===== config.mk =====
export PLATFORM = sky130hd
export DESIGN_NAME = css_sequencer
export DESIGN_NICKNAME = d
export VERILOG_FILES = /design/src/verilog/css_pkg.sv /design/src/verilog/css_sequencer.sv /design/src/verilog/css_fifo.sv
export VERILOG_INCLUDE_DIRS = /design/src /design/src/verilog
export SDC_FILE = /design/constraint.sdc
export NUM_CORES = 1
export LEC_CHECK = 0
export ABC_AREA = 1
export BUFFER_PORTS_ARGS = -buffer_cell sky130_fd_sc_hd__buf_2
export CORE_UTILIZATION = 35
export DETAILED_ROUTE_END_ITERATION = 8
export PLACE_DENSITY_LB_ADDON = 0.05
export SLEW_MARGIN = 20
export SYNTH_ARGS = -nofsm -noshare
export SYNTH_HDL_FRONTEND = slang
export SYNTH_SLANG_ARGS = --single-unit

===== constraint.sdc =====
create_clock -name mclk -period 16.6 [get_ports mclk]
set_input_delay 0.83 -clock mclk [delete_from_list [all_inputs] [get_ports mclk]]
set_output_delay 0.83 -clock mclk [all_outputs]
set_load 0.01 [all_outputs]

===== src/verilog/css_consts.svh =====
// Constants for the column sampling sequencer
`ifndef CSS_CONSTS_SVH
`define CSS_CONSTS_SVH
`define CSS_LAST_COL 8'hEF
`define CSS_POS_ZERO 8'h00
`define CSS_STEP_ONE 8'h01
`define CSS_STEP_GROUP 8'h03
`define CSS_GROUP_LAST 8'hED
`define CSS_MUX_ZERO 2'h0
`define CSS_MUX_LAST 2'h2
`define CSS_FIFO_WIDTH 24
`define CSS_FIFO_DEPTH 16
`define CSS_PIN_RIGHT 0
`define CSS_PIN_LEFT 1
`define CSS_PIN_STROBE 2
`define CSS_PIN_DIR 3
`define CSS_PIN_SELA 4
`define CSS_PIN_SELB 5
`define CSS_PIN_PH1 6
`define CSS_PIN_PH2 7
`define CSS_PIN_PH3 8
`endif


===== src/verilog/css_pkg.sv =====
// Types for the column sampling sequencer
package css_pkg;
	typedef enum logic [1:0] {
		MODE_STRIPE = 2'h0,
		MODE_DELTA_SINGLE = 2'h1,
		MODE_MOSAIC = 2'h2,
		MODE_DELTA_DOUBLE = 2'h3
	} css_mode_t;
	typedef enum logic {
		ST_IDLE = 1'b0,
		ST_RUN = 1'b1
	} css_state_t;
	typedef struct packed {
		logic ph3;
		logic ph2;
		logic ph1;
	} css_phase_t;
	typedef struct packed {
		logic [7:0] c3;
		logic [7:0] c2;
		logic [7:0] c1;
	} css_video_t;
	typedef struct packed {
		logic valid;
		logic simul;
		logic bank;
		logic dataValid;
		logic [7:0] column;
		css_video_t data;
	} css_sample_evt_t;
endpackage : css_pkg


===== src/verilog/css_sequencer.sv =====
// Column sampling sequencer: shift timing, cascade, bank and mux select
// Summary of operation
// - Right shift: right pin in, left pin out
// - Left shift: left pin in, right pin out
// - Start pulse taken on phase 1 only
// - Successive: pulses on all three phases
// - Simultaneous: pulses on phase 1 only
// - Stripe simultaneous, delta and mosaic successive
// - Two banks alternate sampling and holding
// - Strobe fall advances mux, swaps bank
// - Reset clears counter, bank, disables mux
// - No sampling before first strobe
// - Select pins decode the four arrays
// - Direction high scans first to last
// - Stripe passes video through on right shift, reversed on left shift, fixed rotation
`timescale 1ns/1ps
`include "css_consts.svh"
module css_sequencer (
	input wire logic mclk,
	input wire logic rst,
	input wire css_pkg::css_phase_t phaseClk,
	input wire logic lineSelectStrobe,
	input wire logic arraySelectA,
	input wire logic arraySelectB,
	input wire logic scanDir,
	input wire logic rightCascadeIn,
	output logic rightCascadeOut,
	output logic rightCascadeOe,
	input wire logic leftCascadeIn,
	output logic leftCascadeOut,
	output logic leftCascadeOe,
	input wire css_pkg::css_video_t videoIn,
	input wire logic videoValid,
	output logic videoReady,
	output css_pkg::css_sample_evt_t sampleEvt,
	output logic bankSel,
	output logic muxEnabled,
	output logic [1:0] muxCount
);
	import css_pkg::*;

	function automatic logic [1:0] chanOf(input logic [7:0] pos, input logic [1:0] rot,
		input logic right);
		logic [8:0] s;
		logic [1:0] m;
		s = {1'b0, pos} + {7'h00, rot};
		m = 2'(s % 9'h003);
		chanOf = right ? m : 2'(({1'b0, `CSS_MUX_LAST} - {1'b0, 2'(pos % 8'h03)}
			+ {1'b0, rot}) % 3'h3);
	endfunction : chanOf

	function automatic logic [7:0] pickChan(input css_video_t v, input logic [1:0] ch);
		case (ch)
			2'h0: pickChan = v.c1;
			2'h1: pickChan = v.c2;
			default: pickChan = v.c3;
		endcase
	endfunction : pickChan

	function automatic logic [7:0] physCol(input logic [7:0] pos, input logic right);
		physCol = right ? pos : 8'(`CSS_LAST_COL - pos);
	endfunction : physCol

	// Two-flop synchronisers, third stage only for edge detection
	logic [8:0] pinRaw;
	logic [8:0] pinMeta;
	logic [8:0] pinSync;
	logic [8:0] pinPrev;
	assign pinRaw = {phaseClk.ph3, phaseClk.ph2, phaseClk.ph1, arraySelectB, arraySelectA,
		scanDir, lineSelectStrobe, leftCascadeIn, rightCascadeIn};
	always_ff @(posedge mclk) begin
		if (rst) begin
			pinMeta <= 9'h000;
			pinSync <= 9'h000;
			pinPrev <= 9'h000;
		end else begin
			pinMeta <= pinRaw;
			pinSync <= pinMeta;
			pinPrev <= pinSync;
		end
	end

	wire dirRight = pinSync[`CSS_PIN_DIR];
	wire ph1Rise = pinSync[`CSS_PIN_PH1] && !pinPrev[`CSS_PIN_PH1];
	wire ph2Rise = pinSync[`CSS_PIN_PH2] && !pinPrev[`CSS_PIN_PH2];
	wire ph3Rise = pinSync[`CSS_PIN_PH3] && !pinPrev[`CSS_PIN_PH3];
	wire strobeFall = !pinSync[`CSS_PIN_STROBE] && pinPrev[`CSS_PIN_STROBE];
	wire cascIn = dirRight ? pinSync[`CSS_PIN_RIGHT] : pinSync[`CSS_PIN_LEFT];

	css_mode_t mode;
	assign mode = css_mode_t'({pinSync[`CSS_PIN_SELA], pinSync[`CSS_PIN_SELB]});
	wire simul = (mode == MODE_STRIPE);
	wire [1:0] rot = simul ? `CSS_MUX_ZERO :
		(mode == MODE_DELTA_SINGLE) ? {1'b0, muxCount[0]} : muxCount;

	css_state_t state;
	css_state_t next_state;
	logic [7:0] pos;
	logic [7:0] next_pos;
	logic cascOut;

	// Successive steps one column per phase edge, simultaneous three per phase 1
	wire stepEdge = simul ? ph1Rise : (ph1Rise || ph2Rise || ph3Rise);
	wire startSeen = (state == ST_IDLE) && ph1Rise && cascIn && muxEnabled;
	wire fire = (state == ST_RUN) && stepEdge;
	wire lastStep = simul ? (pos >= `CSS_GROUP_LAST) : (pos == `CSS_LAST_COL);
	wire [7:0] stepSize = simul ? `CSS_STEP_GROUP : `CSS_STEP_ONE;

	always_comb begin
		next_state = state;
		next_pos = pos;
		case (state)
			ST_IDLE: begin
				if (startSeen) begin
					next_state = ST_RUN;
					next_pos = `CSS_POS_ZERO;
				end
			end
			ST_RUN: begin
				if (fire) begin
					next_pos = 8'(pos + stepSize);
					if (lastStep) begin
						next_state = ST_IDLE;
					end
				end
			end
			default: begin
				next_state = ST_IDLE;
			end
		endcase
	end

	always_ff @(posedge mclk) begin
		if (rst) begin
			state <= ST_IDLE;
			pos <= `CSS_POS_ZERO;
		end else begin
			state <= next_state;
			pos <= next_pos;
		end
	end

	// Held until the next phase 1 so a slower neighbour still sees it
	always_ff @(posedge mclk) begin
		if (rst) begin
			cascOut <= 1'b0;
		end else if (fire && lastStep) begin
			cascOut <= 1'b1;
		end else if (ph1Rise) begin
			cascOut <= 1'b0;
		end
	end
	assign leftCascadeOut = dirRight && cascOut;
	assign leftCascadeOe = dirRight;
	assign rightCascadeOut = !dirRight && cascOut;
	assign rightCascadeOe = !dirRight;

	// Mux select, bank swap and the armed flag cleared by reset
	always_ff @(posedge mclk) begin
		if (rst) begin
			muxCount <= `CSS_MUX_ZERO;
			bankSel <= 1'b0;
			muxEnabled <= 1'b0;
		end else if (strobeFall) begin
			muxCount <= (muxCount == `CSS_MUX_LAST) ? `CSS_MUX_ZERO : 2'(muxCount + 1'b1);
			bankSel <= !bankSel;
			muxEnabled <= 1'b1;
		end
	end

	// Video words wait here; an empty FIFO still lets the column pulse go
	css_video_t fifoData;
	logic fifoValid;
	css_fifo #(
		.WIDTH(`CSS_FIFO_WIDTH),
		.DEPTH(`CSS_FIFO_DEPTH)
	) u_fifo (
		.clk(mclk),
		.rst(rst),
		.inValid(videoValid),
		.inReady(videoReady),
		.inData(videoIn),
		.outValid(fifoValid),
		.outReady(fire),
		.outData(fifoData)
	);

	wire [7:0] pos1 = 8'(pos + `CSS_STEP_ONE);
	wire [7:0] pos2 = 8'(pos + 8'h02);
	css_video_t laneData;
	assign laneData.c1 = pickChan(fifoData, chanOf(pos, rot, dirRight));
	assign laneData.c2 = simul ? pickChan(fifoData, chanOf(pos1, rot, dirRight)) : 8'h00;
	assign laneData.c3 = simul ? pickChan(fifoData, chanOf(pos2, rot, dirRight)) : 8'h00;

	always_ff @(posedge mclk) begin
		if (rst) begin
			sampleEvt <= '0;
		end else begin
			sampleEvt.valid <= fire;
			sampleEvt.simul <= simul;
			sampleEvt.bank <= bankSel;
			sampleEvt.dataValid <= fire && fifoValid;
			sampleEvt.column <= physCol(pos, dirRight);
			sampleEvt.data <= fifoValid ? laneData : '0;
		end
	end
endmodule : css_sequencer


===== src/verilog/css_fifo.sv =====
// Synchronous FIFO with valid/ready on both sides
`timescale 1ns/1ps
module css_fifo #(
	parameter int WIDTH = 24,
	parameter int DEPTH = 16
) (
	input wire logic clk,
	input wire logic rst,
	input wire logic inValid,
	output logic inReady,
	input wire logic [WIDTH-1:0] inData,
	output logic outValid,
	input wire logic outReady,
	output logic [WIDTH-1:0] outData
);
	localparam int AW = $clog2(DEPTH);
	logic [WIDTH-1:0] mem [DEPTH];
	logic [AW-1:0] wrPtr;
	logic [AW-1:0] rdPtr;
	logic [AW:0] count;
	wire push = inValid && inReady;
	wire pop = outValid && outReady;
	assign inReady = (count != DEPTH[AW:0]);
	assign outValid = (count != '0);
	assign outData = mem[rdPtr];
	always_ff @(posedge clk) begin
		if (push) begin
			mem[wrPtr] <= inData;
		end
	end
	always_ff @(posedge clk) begin
		if (rst) begin
			wrPtr <= '0;
			rdPtr <= '0;
			count <= '0;
		end else begin
			wrPtr <= push ? AW'(wrPtr + 1'b1) : wrPtr;
			rdPtr <= pop ? AW'(rdPtr + 1'b1) : rdPtr;
			count <= (AW+1)'(count + push - pop);
		end
	end
endmodule : css_fifo


==> impl_metrics.ini <==
[die]
initial_utilization_pct = 35.53
dieArea_um2 = 68010
num_rows = 94
die_h_um = 260.8
ios = 81
core_region_area_um2 = 65980
fp.dieW_um = 260.8

[clocking]
cts_resized = 0
hold_buffers = 0
cts_buffer_depth = 3
root_buffer = clkbuf_16
postCtsSetupBuffers = 0
cts_max_level = 2
cts_made_buffers = 53
cts_tree = built
cts_sinks = 473
clk_latency_ns = 0.60
clkSlewWorstSetupHoldPaths_ns = 0.07

[yosys]
synth_edf_count = 384
synth_area_leaders = edfxtp_1 (49%), dfxtp_1 (7.6%), nand2_1 (5.5%), inv_1 (5.0%), nand3_1 (4.4%)
synthAdderAreaFrac_pct = 3.576
yosysWarningCount = 0
avgSynthCellArea_um2 = 9.983
synthesis.area_um2 = 23440
synth_fp_nets = 2448
ys_ff_latch = 473
yosys.area_share.simple_pct = 16.20
synth-xor-area-share_pct = 0.7793
synth_area_leader_cell = edfxtp_1
seq_area_frac_synth_pct = 56.80
synth_compound_area_share_pct = 11.20
synth_top_area_share_pct = 49.19
async_reset_ff_share_pct = 0
synth_top_family_by_area = simple AND/OR/NAND/NOR gates
muxShareOfSynthArea_pct = 4.350
synthCells = 2348
ys.flop_type = edfxtp_1
ys_types = 62

[worst_setup_path]
rrSetupSlack_ns = 7.92
path_max_fanout = 21
cp_slowest_cell = dfxtp_1
worst-path-buf-inv = 12
path_class = register to register
cp-end-kind = register
arrival_ns = 9.20
cpMostUsedCell = inv_1
path_delay_family = simple AND/OR/NAND/NOR gates
cp.required_ns = 17.13
startpoint_type = register
slowest_delay_ns = 0.89

[sta]
skew_ns = 0.02191
hold_viol = 0
slew-limit-headroom_pct = 28.23
worst_pin_slew_ns = 1.074
fmax_mhz = 115.3
finalSetupViolCount = 0
timing.setup.tns_ns = 0
slew_viol_final = 0
finalCritPeriodShare_pct = 52.27
setup_slack_ns = 7.924
period_needed_ns = 8.676
rsz0062_at_grt = no

[route]
wl_per_cell_um = 19.50
detail-route-antenna-nets = 0
wl_um = 64830
viasPerCell = 5.020
drt-pass1-iter-count = 7
drcViolationCount = 2
vias = 16685
drt_first_iter_violations = 977

[global_routing]
grt_overflow = 0
first_global_vias = 16441
grtUsageTotal_pct = 19.29
grt_pass1_wl_um = 99020
grt_start_max_net_pins = 90
antenna_found_initial = 4

[placement]
place_area_um2 = 24880
dp_slack_ns = 8.012
place_hpwl_um = 39980
globalplace.congestion = 0.8265
dp_cells = 3232
port_buffers = 80

[cells_and_area]
postLayoutCoreUtil_pct = 40.17
instances_no_fill = 3324
final_nets = 2523
fin_area_um2 = 26500
area_growth_pct = 13.07
drive_gt1_share_pct = 12.68
diodes = 0

[flow_run]
drv_cap = 0

[status]
violations = design-rule violations
outcome = finished with violations

[hold_path]
worstHoldPathType = register to register

[power_and_ir_drop]
powerDensity_nw_per_um2 = 101.6
leakage_nw = 10.43
vdd_drop_max_mv = 0.07791
-- layout by cell type, fill, tap and decap left out, types with 18 or more instances in the layout --
cell / count
buf_4: 30
o211ai_1: 94
o21ai_0: 167
xor2_1: 18
nor2_4: 21
mux2i_1: 94
nor2_1: 124
edfxtp_1: 384
buf_2: 80
nand2_1: 344
clkbuf_16: 55
nand3_1: 204
a21oi_1: 145
nand2_2: 31
dfxtp_1: 86
nand4_1: 27
ha_1: 59
inv_1: 312
-- cell families (layout without fill, tap and decap cells) --
kind of cell | count (synthesis) | in the layout
buffers and inverters | 425 | 537
multiplexers | 100 | 100
AND/OR/NAND/NOR | 814 | 814
AO/OA/AOI/OAI | 452 | 452
flip-flops | 473 | 473
XOR/XNOR | 20 | 20
adder cells (fa/ha/maj) | 64 | 64
-- metrics by stage --
step	hold WS (ns)	total power, mW
after floorplan	0.3883	1.507
after global placement	0.3928	1.618
after detailed placement	0.3957	1.620
after CTS	0.4041	2.733
after global routing	0.4175	2.801
final	0.4031	2.693
-- synth_stat cells (3+ instances only) --
cell type	n
o21bai_1	5
o21ai_1	9
o21a_1	3
nand2_2	31
mux2_2	5
buf_6	5
nand3_2	17
nor2_4	5
a21oi_1	145
a211oi_1	5
mux2i_1	94
edfxtp_1	384
buf_2	3
nand2_1	344
clkinv_1	3
a21oi_2	3
nand3b_1	3
or2_1	3
inv_1	314
buf_1	20
clkbuf_1	57
nor2_2	9
nand3_1	204
o211ai_1	94
fa_1	5
dfxtp_1	89
a31oi_1	5
inv_2	16
ha_1	59
buf_4	5
nor3b_1	3
xor2_1	18
nand4_1	27
nor3_1	14
nand2_4	5
o21ai_0	167
nor2_1	140
-- flip-flops by register name, summed over array words and instances, names as in the netlist, named ones only --
signal	count
bankSel	1
cascOut	1
muxCount	2
muxEnabled	1
pinMeta	9
pinPrev	4
pinSync	9
pos	8
sampleEvt	36
state	1
u_fifo.count	5
u_fifo.mem	384
u_fifo.rdPtr	4
u_fifo.wrPtr	4
-- worst paths after layout --
check | start | endpoint | depth (start not counted)
setup reg to reg | pos[1] | sampleEvt[20] | 55
hold / removal | pinMeta[7] | pinSync[7] | 2
hold reg to reg | pinMeta[7] | pinSync[7] | 2
setup / recovery | pos[1] | sampleEvt[20] | 55
-- worst register-to-register path, delay by kind of cell (launching register included) --
kind            cells  cell delay, ns
fa+ha+maj           6            1.29
compound gates      7            1.19
xor+xnor            2            0.30
mux                 1            0.29
buf+inv            12            1.45
simple gates       27            3.22
flops               1            0.89
-- cell type report --
class | instances | area (um^2)
Clock buffer | 73 | 1505
Clock inverter | 19 | 121.4
Fill cell | 6467 | 39480
Inverter | 335 | 1265
Multi-Input combinational cell | 1450 | 8584
Sequential cell | 473 | 13320
Tap cell | 864 | 1081
Timing Repair Buffer | 110 | 625.6
-- layer usage --
layer / up-vias / share of wire, % / global-route usage, %
met1: 8022 / 42 / 23.37
met2: 289 / 52 / 35.36
met4: 4 / 2.3 / 5.361
met5: - / 0.031 / 0
met3: 104 / 3.7 / 2.720
li1: 8266 / - / -
-- where the power goes --
part	total (mW)	switching, mW	internal (mW)
clock network	1.10	0.472	0.631
registers	1.35	0.0163	1.33
logic	0.240	0.173	0.0673
No activity file was read; power rests on OpenSTA's default activity.
